`src/hw/lrcr_map.vh`:
```
// Register map constants for the linear regulator control register bank.
// Included by the bank and its decoder; definitions only.
`ifndef LRCR_MAP_VH
`define LRCR_MAP_VH

// Word offsets of the control registers
`define LRCR_OFF_FIVE 8'h32
`define LRCR_OFF_EIGHT 8'h33
`define LRCR_OFF_SEVEN 8'h34
`define LRCR_OFF_SIX 8'h35
`define LRCR_OFF_FOUR 8'h36

// Word indices compared against paddr[11:2] (byte address = 4 * offset)
`define LRCR_ADDR_FIVE 10'h032
`define LRCR_ADDR_EIGHT 10'h033
`define LRCR_ADDR_SEVEN 10'h034
`define LRCR_ADDR_SIX 10'h035
`define LRCR_ADDR_FOUR 10'h036
`define LRCR_ADDR_TRACK 10'h037

// Field positions
`define LRCR_ST_LSB 0
`define LRCR_ST_MSB 1
`define LRCR_SEL_LSB 2
`define LRCR_SEL5_MSB 6
`define LRCR_SEL6_MSB 7

// Supply state encodings
`define LRCR_ST_OFF0 2'h0
`define LRCR_ST_ACTIVE 2'h1
`define LRCR_ST_OFF1 2'h2
`define LRCR_ST_SLEEP 2'h3

// Nominal field reset value
`define LRCR_RESET_VAL 8'h00

// Voltage figures in mV and select code limits
`define LRCR_MV_MIN5 16'd1000
`define LRCR_MV_BASE5 16'd800
`define LRCR_MV_STEP5 16'd100
`define LRCR_SEL5_FLOOR 5'h03
`define LRCR_SEL5_TOP 5'h19
`define LRCR_MV_BASE6 16'd800
`define LRCR_MV_STEP6 16'd50
`define LRCR_SEL6_TOP 6'h32
`define LRCR_SEL6_TRK_LO 6'h00
`define LRCR_SEL6_TRK_HI 6'h0e
`define LRCR_SEL6_NRM_LO 6'h04

`endif

```
`src/hw/lrcr_bank.v`:
```
// Five regulator control registers behind an APB slave, with decoded
// enable, sleep and voltage select outputs per regulator, plus decoded millivolts for regulator four.
// Assumes boot values arrive from nonvolatile configuration as pins
// that are stable around reset release.
//
// The implementer's own choice: register access over APB.
`timescale 1ns/100ps
`include "lrcr_map.vh"

module lrcr_bank (
    // Clock and reset
    input wire sys_clk_i,
    input wire rst_i,
    // APB slave
    input wire psel_i,
    input wire penable_i,
    input wire pwrite_i,
    input wire [11:0] paddr_i,
    input wire [31:0] pwdata_i,
    input wire [3:0] pstrb_i,
    output reg [31:0] prdata_o,
    output reg pready_o,
    output reg pslverr_o,
    // Boot configuration, one byte per regulator: four, five, six, seven, eight
    input wire [39:0] boot_cfg_i,
    // Regulator controls, index 0..4 = four, five, six, seven, eight; narrow select fields 0..3 = five, six, seven, eight
    output reg [4:0] reg_enable_o,
    output reg [4:0] reg_sleep_o,
    output reg [5:0] reg_four_sel_o,
    output reg [19:0] reg_narrow_sel_o,
    output reg [15:0] reg_four_mv_o,
    output reg reg_four_valid_o,
    output reg track_o
);

    // ------------------------------------------------------------
    // Boot configuration capture
    // ------------------------------------------------------------
    // Pins cross in through two flops before loading anything.
    reg [39:0] boot_meta_reg;
    reg [39:0] boot_sync_reg;
    reg [1:0] boot_cnt_reg;
    reg boot_done_reg;

    always @(posedge sys_clk_i or posedge rst_i) begin
        if (rst_i) begin
            boot_meta_reg <= 40'h0000000000;
            boot_sync_reg <= 40'h0000000000;
        end else begin
            boot_meta_reg <= boot_cfg_i;
            boot_sync_reg <= boot_meta_reg;
        end
    end

    // Load happens once the synchroniser has filled after release
    always @(posedge sys_clk_i or posedge rst_i) begin
        if (rst_i) begin
            boot_cnt_reg <= 2'h0;
            boot_done_reg <= 1'b0;
        end else if (!boot_done_reg) begin
            boot_cnt_reg <= boot_cnt_reg + 2'h1;
            if (boot_cnt_reg == 2'h2) begin
                boot_done_reg <= 1'b1;
            end
        end
    end

    // ------------------------------------------------------------
    // Register storage
    // ------------------------------------------------------------
    reg [7:0] ctrl_reg [0:4];
    reg track_reg;
    reg [2:0] idx_sel;
    reg hit_ctrl;
    reg hit_track;
    wire [9:0] word_addr;
    wire wr_go;
    wire rd_go;
    integer i;

    assign word_addr = paddr_i[11:2];
    assign wr_go = psel_i && penable_i && pwrite_i && pready_o;
    assign rd_go = psel_i && !penable_i && !pwrite_i;

    function [7:0] lrcr_mask;
        input [2:0] idx;
        begin
            if (idx == 3'h0) begin
                lrcr_mask = 8'hff;
            end else begin
                lrcr_mask = 8'h7f;
            end
        end
    endfunction

    always @* begin
        hit_ctrl = 1'b1;
        hit_track = 1'b0;
        idx_sel = 3'h0;
        case (word_addr)
            `LRCR_ADDR_FOUR: idx_sel = 3'h0;
            `LRCR_ADDR_FIVE: idx_sel = 3'h1;
            `LRCR_ADDR_SIX: idx_sel = 3'h2;
            `LRCR_ADDR_SEVEN: idx_sel = 3'h3;
            `LRCR_ADDR_EIGHT: idx_sel = 3'h4;
            `LRCR_ADDR_TRACK: begin
                hit_ctrl = 1'b0;
                hit_track = 1'b1;
            end
            default: hit_ctrl = 1'b0;
        endcase
    end

    always @(posedge sys_clk_i or posedge rst_i) begin
        if (rst_i) begin
            for (i = 0; i < 5; i = i + 1) begin
                ctrl_reg[i] <= `LRCR_RESET_VAL;
            end
            track_reg <= 1'b0;
        end else if (!boot_done_reg) begin
            if (boot_cnt_reg == 2'h2) begin
                for (i = 0; i < 5; i = i + 1) begin
                    ctrl_reg[i] <= boot_sync_reg[i*8 +: 8] & lrcr_mask(i[2:0]);
                end
            end
        end else if (wr_go && pstrb_i[0]) begin
            if (hit_ctrl) begin
                ctrl_reg[idx_sel] <= pwdata_i[7:0] & lrcr_mask(idx_sel);
            end
            if (hit_track) begin
                track_reg <= pwdata_i[0];
            end
        end
    end

    // ------------------------------------------------------------
    // APB answer
    // ------------------------------------------------------------
    // No wait states: pready rises in the first access cycle.
    always @(posedge sys_clk_i or posedge rst_i) begin
        if (rst_i) begin
            pready_o <= 1'b0;
            pslverr_o <= 1'b0;
            prdata_o <= 32'h00000000;
        end else begin
            pready_o <= psel_i && !penable_i;
            pslverr_o <= psel_i && !penable_i && !hit_ctrl && !hit_track;
            if (rd_go) begin
                if (hit_ctrl) begin
                    prdata_o <= {24'h000000, ctrl_reg[idx_sel]};
                end else if (hit_track) begin
                    prdata_o <= {31'h00000000, track_reg};
                end else begin
                    prdata_o <= 32'h00000000;
                end
            end
        end
    end

    // ------------------------------------------------------------
    // Regulator control outputs
    // ------------------------------------------------------------
    wire [15:0] four_mv;
    wire four_valid;

    lrcr_volt_decode u_four_dec (
        .sel_i(ctrl_reg[0][`LRCR_SEL6_MSB:`LRCR_SEL_LSB]),
        .wide_i(1'b1),
        .track_i(track_reg),
        .mv_o(four_mv),
        .valid_o(four_valid)
    );

    always @(posedge sys_clk_i or posedge rst_i) begin
        if (rst_i) begin
            reg_enable_o <= 5'h00;
            reg_sleep_o <= 5'h00;
            reg_four_sel_o <= 6'h00;
            reg_narrow_sel_o <= 20'h00000;
            reg_four_mv_o <= 16'h0000;
            reg_four_valid_o <= 1'b0;
            track_o <= 1'b0;
        end else begin
            for (i = 0; i < 5; i = i + 1) begin
                reg_enable_o[i] <= ctrl_reg[i][`LRCR_ST_LSB];
                reg_sleep_o[i] <= (ctrl_reg[i][`LRCR_ST_MSB:`LRCR_ST_LSB] == `LRCR_ST_SLEEP);
            end
            for (i = 1; i < 5; i = i + 1) begin
                reg_narrow_sel_o[(i-1)*5 +: 5] <= ctrl_reg[i][`LRCR_SEL5_MSB:`LRCR_SEL_LSB];
            end
            reg_four_sel_o <= ctrl_reg[0][`LRCR_SEL6_MSB:`LRCR_SEL_LSB];
            reg_four_mv_o <= four_mv;
            reg_four_valid_o <= four_valid;
            track_o <= track_reg;
        end
    end

endmodule // lrcr_bank

```
`src/hw/lrcr_volt_decode.v`:
```
// Decoder from a voltage select code to output millivolts and validity.
// Pure combinational; fed from registered fields in the same clock domain.
`timescale 1ns/100ps
`include "lrcr_map.vh"

module lrcr_volt_decode (
    // Code in
    input wire [5:0] sel_i,
    input wire wide_i,
    input wire track_i,
    // Result
    output reg [15:0] mv_o,
    output reg valid_o
);

    always @* begin
        mv_o = 16'h0000;
        valid_o = 1'b0;
        if (wide_i) begin
            mv_o = `LRCR_MV_BASE6 + `LRCR_MV_STEP6 * {10'h000, sel_i};
            if (track_i) begin
                valid_o = (sel_i <= `LRCR_SEL6_TRK_HI);
            end else begin
                valid_o = (sel_i >= `LRCR_SEL6_NRM_LO) && (sel_i <= `LRCR_SEL6_TOP);
            end
        end else begin
            if (sel_i[4:0] < `LRCR_SEL5_FLOOR) begin
                mv_o = `LRCR_MV_MIN5;
            end else begin
                mv_o = `LRCR_MV_BASE5 + `LRCR_MV_STEP5 * {11'h000, sel_i[4:0]};
            end
            valid_o = (sel_i[4:0] <= `LRCR_SEL5_TOP);
        end
    end

endmodule // lrcr_volt_decode

```
`config.mk`:
```
export PLATFORM = sky130hd
export DESIGN_NAME = lrcr_bank
export DESIGN_NICKNAME = d
export VERILOG_FILES = /design/src/hw/lrcr_bank.v /design/src/hw/lrcr_volt_decode.v
export VERILOG_INCLUDE_DIRS = /design/src /design/src/hw
export SDC_FILE = /design/constraint.sdc
export NUM_CORES = 1
export LEC_CHECK = 0
export BUFFER_PORTS_ARGS = -buffer_cell sky130_fd_sc_hd__buf_2
export CAP_MARGIN = 20
export CORE_UTILIZATION = 30
export DETAILED_ROUTE_END_ITERATION = 10
export PLACE_DENSITY = 0.49
export SYNTH_ARGS = -nofsm -noshare
export SYNTH_HDL_FRONTEND = slang
export SYNTH_SLANG_ARGS = --single-unit
```
`constraint.sdc`:
```
create_clock -name sys_clk_i -period 7.9 [get_ports sys_clk_i]
set_input_delay 1.58 -clock sys_clk_i [delete_from_list [all_inputs] [get_ports sys_clk_i]]
set_output_delay 1.58 -clock sys_clk_i [all_outputs]
set_load 0.01 [all_outputs]
```
==> results of run 1 <==
-- area by class of cell --
type                       count  area, um2
timing repair buffer         122        638
antenna                        2       5.00
sequential                   173       4330
multi-input combinational    323       2220
fill                        2162      13900
tap                          280        350
inverter                      19       76.3
clock buffer                  18        439
clock inverter                14        144
-- routing by layer --
metal  up-vias  part of all wire
li1       2087                 -
met1      2193              0.45
met2       157              0.48
met3        29             0.047
met4         2             0.023
met5         -           0.00087
-- power by group through the flow --
stage / Sequential, mW / Clock [mW] / Combinational (mW)
after CTS: 0.963 / 0.845 / 0.204
final: 0.962 / 0.826 / 0.202
after global routing: 0.968 / 0.884 / 0.228
after floorplan: 0.987 / 0 / 0.125
after detailed placement: 0.980 / 0 / 0.203
after global placement: 0.980 / 0 / 0.200
-- how the worst max path moves through the flow --
stage / from / end / slack (ps) / cells past startpoint
after detailed placement: paddr_i[2] / ctrl_reg[1]$_DFFE_PP0P_ / 3870 / 6
final: paddr_i[2] / ctrl_reg[1]$_DFFE_PP0P_ / 4300 / 6
after floorplan: rst_i / boot_cnt_reg[0]$_DFFE_PP0N_ / 1630 / 1
after CTS: paddr_i[2] / ctrl_reg[1]$_DFFE_PP0P_ / 4300 / 6
after global placement: paddr_i[2] / ctrl_reg[2]$_DFFE_PP0P_ / 3900 / 6
after global routing: paddr_i[2] / ctrl_reg[1]$_DFFE_PP0P_ / 4010 / 6
-- kinds of logic after synthesis --
logic type      Yosys count
other cells               1
flops                   173
simple gates            134
buf+inv                  66
fa+ha+maj                33
xor+xnor                 10
compound gates          103
mux                      15
-- cell usage after synthesis, types with 2 or more instances --
master,number
o22ai_1,8
nor4b_2,2
a21oi_1,17
a2111oi_0,6
a22oi_1,7
o221ai_1,5
nand2_1,29
and3_1,9
nor4_1,3
a221oi_1,5
or2_2,2
mux2i_1,14
clkbuf_1,13
nand3_1,5
and2_1,9
ha_1,32
a2bb2oi_1,7
or3b_2,2
nand4_1,5
or3_1,2
dfrtp_1,173
xor2_1,6
nor3_1,3
o21ai_0,18
a32o_1,7
buf_4,31
inv_1,17
clkinv_1,2
nor2b_1,8
o211ai_1,2
o21a_1,3
xnor2_1,4
o32ai_1,7
nand2b_1,4
nor2_1,45
-- through the flow --
step / util / instances / power, mW / area (um2) / worst slack (ps)
after CTS: 0.370 / 948 / 2.01 / 8170 / 4300
final: 0.371 / 951 / 1.99 / 8210 / 4300
after global placement: 0.344 / 916 / 1.18 / 7590 / 3900
after detailed placement: 0.344 / 916 / 1.18 / 7590 / 3870
after global routing: 0.371 / 951 / 2.08 / 8210 / 4010
after floorplan: - / 562 / 1.11 / 6930 / 1630
==> flow_metrics.tcl, run 1 <==
set metrics [dict create \
    synth_top_family_by_area "compound AO/OA/AOI/OAI gates" \
    leakage_nw 3.90 \
    ys_types 58 \
    ios 181 \
    crit_arrival_ps 3950 \
    use_met1 0.183 \
    ys_ff_latch 173 \
    place_congestion 0.791 \
    grt_pass1_wl_mm 24.6 \
    grt_pass1_vias 4514 \
    numCtsBuffers 17 \
    final_nets 782 \
    antenna_left 0 \
    cts-resized-gates 0 \
    core_area_mm2 0.0221 \
    dp_hpwl_mm 11.3 \
    criticalPathCategory "in2reg" \
    drc 12 \
    die_h_um 153 \
    ys.flop_type "dfrtp_1" \
    synth_fa_ha_area_frac 0.0616 \
    period_share 0.456 \
    hold_path.class "reg2reg" \
    yosys.area.top_type "dfrtp_1" \
    r2r_cells 11 \
    hold_viol_final 0 \
    grt_max_degree 91 \
    port_buffers 119 \
    postSynthAreaPerCell_um2 12.8 \
    syn_inst 535 \
    area_growth_pct 20.2 \
    hold_ws_ps 348 \
    final-setup-viol-count 0 \
    cts_setup_buffers 0 \
    clk_pin_slew_ps 60 \
    wire_per_inst_um 16.9 \
    worst_r2r_endpoint "reg_four_mv_o[11]$_DFF_PP0_" \
    yosys-mux-area-fraction 0.0222 \
    drv_slew 0 \
    path_buf_inv 1 \
    grt_usage 0.141 \
    grtUsageMet2 0.223 \
    p_comb_frac 0.101 \
    maxCapViolations 0 \
    max_stage_delay_ps 610 \
    start_kind "input pin" \
    synth_top_area_frac 0.634 \
    violations "DRC" \
    p_per_area_mw_per_mm2 243 \
    crit_fanout 30 \
    clk_latency_ps 430 \
    initial_core_util 0.309 \
    p_sw_mw 0.516 \
    via_per_inst 4.70 \
    seq_area_frac_synth 0.634 \
    final_cell_mix "dfrtp_1 (173), buf_2 (119), nor2_1 (45)" \
    syn_area_mm2 0.00682 \
    cts_tree "built" \
    fin_skew_ps 7.50 \
    crit_slowest_cell "nor4b_2" \
    busiest_layer "met2" \
    crit_path_end_kind "flop" \
    fin_tns_setup_ps 0 \
    critPathRequiredTime_ps 8250 \
    outcome "finished with violations" \
    slew_headroom 0.333 \
    power_frac_clock 0.415 \
    dr.pass1.iters 8 \
    path_delay_family "simple AND/OR/NAND/NOR gates" \
    holdPathEnd "boot_sync_reg[13]$_DFF_PP0_" \
    drt_wl_total_mm 16.1 \
    final_common_cell "dfrtp_1" \
    synth_compound_area_frac 0.111 \
    synth_area_leaders "dfrtp_1 (63%), ha_1 (5.9%), buf_4 (3.4%)" \
    cts_root_buf "clkbuf_16" \
    synth_edf_count 0 \
    r2r_setup_slack_ps 4750 \
    worstReg2RegStart "ctrl_reg[35]$_DFFE_PP0P_" \
    yosys_warnings 0 \
    path_cells "buf_2 -> and2_1 -> nor4b_2 -> nand4_1 -> nand2_1 -> a2bb2oi_1" \
    swShare 0.259 \
    fmax_mhz 278 \
    min_period_ps 3600 \
    hold_start "boot_meta_reg[13]$_DFF_PP0_" \
    synth-async-reset-ratio 1.00 \
    clock-sinks 173 \
    rsz0062_at_grt "no" \
    die_w_um 153 \
    ctsLongestPathBuffers 2 \
    yosys.area_share.simple 0.103 \
    internal_power_mw 1.47 \
    die_area_mm2 0.0234 \
    largest_reg_flops 40 \
    postCtsHoldBufs 0 \
    antenna_found_initial 3 \
    fp-row-count 54 \
    htreeDepth 4 \
    drtIter0Drc 247 \
    overflow 0 \
    max_slew.worst_pin.slew_ps 993 \
    holdPathStages 0 \
    seq_power_share 0.483 \
    vias 4468 \
    synth_xor_area_frac 0.0128 \
    ir_drop_mv 0.165 \
    grt_use_met3 0.0357 \
    drive_gt1_frac 0.251 \
]
Note: power is estimated with default switching activity, not from simulation.
==> inputs of run 2 (changes only) <==
ABC_AREA = 1   (was unset)
PLACE_DENSITY = 0.51   (was 0.49)
clock period = 3.1 ns   (was 7.9 ns; I/O delays follow)
==> run 2 against run 1 <==
Compared with the run above:
- the flow still finishes with violations (DRC)
- cell count up 23%
- largest power group unchanged
- register-to-register slack got worse by 4400 ps
- clock skew increased by 8.7 ps
- via count increased by 11%
- core utilization decreased by 0.24 points
- first-iteration DRC count grew 8.1%
- worst hold slack lost 69 ps
- clock power rose to 2.6 times the previous value
==> flow_metrics.tcl, run 2 <==
set metrics [dict create \
    die_area_mm2 0.0245 \
    clk_latency_ps 440 \
    yosys-top-cells-count "nand2_1 (193), dfrtp_1 (173), nand3_1 (70)" \
    multi_input_area_mm2 0.00238 \
    final-setup-viol-count 0 \
    cts_tree "built" \
    dp_hpwl_mm 12.0 \
    die_h_um 156 \
    grt_pass1_vias 4800 \
    drtIter0Drc 267 \
    crit_path_end_kind "flop" \
    maxCapViolations 0 \
    ys_types 31 \
    post-route-util 0.369 \
    postCtsHoldBufs 0 \
    crit_arrival_ps 3110 \
    htreeDepth 4 \
    syn_inst 710 \
    largest_reg_flops 40 \
    yosys-mux-area-fraction 0 \
    hold_viol_final 0 \
    vias 4976 \
    clock-sinks 173 \
    fin_tns_setup_ps 0 \
    syn_area_mm2 0.00715 \
    p_per_area_mw_per_mm2 592 \
    ir_drop_mv 0.343 \
    grt_usage 0.141 \
    final_common_cell "nand2_1" \
    fin_skew_ps 16.2 \
    fp-row-count 56 \
    drc 4 \
    synth_top_family_by_area "simple AND/OR/NAND/NOR gates" \
    final_cells 1173 \
    yosys.area.top_type "dfrtp_1" \
    ios 181 \
    max_slew.worst_pin.slew_ps 796 \
    synth_compound_area_frac 0.0394 \
    cts_root_buf "clkbuf_16" \
    criticalPathCategory "reg2reg" \
    initial_core_util 0.305 \
    synth_edf_count 0 \
    clk_pin_slew_ps 70 \
    overflow 0 \
    drv_slew 0 \
    seq_area_mm2 0.00433 \
    synth_most_common_cell "nand2_1" \
    place_congestion 0.809 \
    fmax_mhz 358 \
    numCtsBuffers 17 \
    area_growth_pct 20.8 \
    crit_fanout 7 \
    ctsLongestPathBuffers 2 \
    start_kind "flop" \
    antenna_found_initial 3 \
    critPathRequiredTime_ps 3420 \
    outcome "finished with violations" \
    yosys.area_share.simple 0.208 \
    drive_gt1_frac 0.224 \
    synth-async-reset-ratio 1.00 \
    seq_area_frac_synth 0.606 \
    drt_wl_total_mm 16.5 \
    via_per_inst 4.24 \
    synth_xor_area_frac 0.0110 \
    hold_path.class "in2reg" \
    final_nets 965 \
    core_area_mm2 0.0234 \
    grt_pass1_wl_mm 25.7 \
    violations "DRC" \
    ys.flop_type "dfrtp_1" \
    n_fill_cell 2417 \
    final_cell_mix "nand2_1 (193), dfrtp_1 (171), buf_2 (119)" \
    leakage_nw 4.48 \
    yosys_warnings 0 \
    rsz0062_at_grt "no" \
    grt_max_degree 109 \
    synth_area_leaders "dfrtp_1 (61%), nand2_1 (10%), ha_1 (5.6%)" \
    ys_ff_latch 173 \
    die_w_um 156 \
    finalPower_mw 5.11 \
    period_share 0.902 \
    port_buffers 119 \
    slew_headroom 0.469 \
    wire_per_inst_um 14.1 \
    postSynthAreaPerCell_um2 10.1 \
    synth_fa_ha_area_frac 0.0588 \
    r2r_setup_slack_ps 300 \
    antenna_left 0 \
    placed_cells 1139 \
    min_period_ps 2800 \
    hold_ws_ps 279 \
    synth_top_area_frac 0.606 \
    dr.pass1.iters 8 \
]
[run 2: cell count changes after synthesis, sizes merged, moves of 8 or more]
cell,change
o21ai,+20
inv,+38
and2,-9
a21oi,-11
nand3,+67
nand2,+175
buf,+11
nor2b,-8
nor2,-8
clkbuf,-11
nand4,+12
mux2i,-14
and3,-9
[run 2: per-stage QoR]
step	area (um2)	setup slack [ps]
finish	8640	305
floorplan	7250	269
CTS	8620	118
detailed placement	8010	131
global placement	8010	192
global route	8630	37.1
[run 2: area by class of cell]
type                            count  area share
Antenna cell                        2    0.000580
Clock buffer                       17      0.0493
Clock inverter                     15      0.0220
Inverter                           55      0.0243
Multi-Input combinational cell    462       0.276
Sequential cell                   173       0.502
Tap cell                          319      0.0462
Timing Repair Buffer              130      0.0800
[run 2: report_power, final]
group / total [mW] / switching [mW] / internal (mW)
registers: 2.45 / 0.0560 / 2.40
logic: 0.506 / 0.310 / 0.195
clock network: 2.16 / 1.06 / 1.10
total: 5.11 / 1.42 / 3.69
[run 2: kinds of logic after synthesis]
group,count (synthesis)
adder cells (fa/ha/maj),33
XOR/XNOR,9
buffers and inverters,102
AND/OR/NAND/NOR,339
flip-flops,173
other,1
AO/OA/AOI/OAI,53
[run 2: critical path: stages (launching register included)]
cell and delay, ps:
dfrtp_2 430, inv_1 80, ha_1 290, inv_1 40
ha_1 280, ha_1 320, fa_1 490, nand3_1 110
nand2_1 70, xnor2_1 230, nand3_1 160, xor2_1 170
[run 2: routing by layer]
| layer | track usage | vias to the layer above | share of wire |
|---|---|---|---|
| li1 | - | 2491 | - |
| met3 | 0.0366 | 18 | 0.058 |
| met4 | 0.0542 | 2 | 0.015 |
| met5 | 0 | - | 0.00079 |
| met1 | 0.195 | 2306 | 0.48 |
| met2 | 0.212 | 159 | 0.44 |
[run 2: path summary, 6_finish.rpt]
| path | start | end | depth (start not counted) |
|---|---|---|---|
| max | ctrl_reg[35]$_DFFE_PP0P_ | reg_four_mv_o[10]$_DFF_PP0_ | 11 |
| min | boot_cfg_i[2] | boot_meta_reg[2]$_DFF_PP0_ | 1 |
| max reg2reg | ctrl_reg[35]$_DFFE_PP0P_ | reg_four_mv_o[10]$_DFF_PP0_ | 11 |
| min reg2reg | boot_meta_reg[4]$_DFF_PP0_ | boot_sync_reg[4]$_DFF_PP0_ | 0 |
| max in group asynchronous | rst_i | boot_sync_reg[33]$_DFF_PP0_ | 3 |
| min in group asynchronous | rst_i | boot_meta_reg[7]$_DFF_PP0_ | 3 |
[run 2: timing repair]
item	CTS	global route
endpoints found under the setup margin	0	4
resized for setup	0	3
setup buffers	0	0
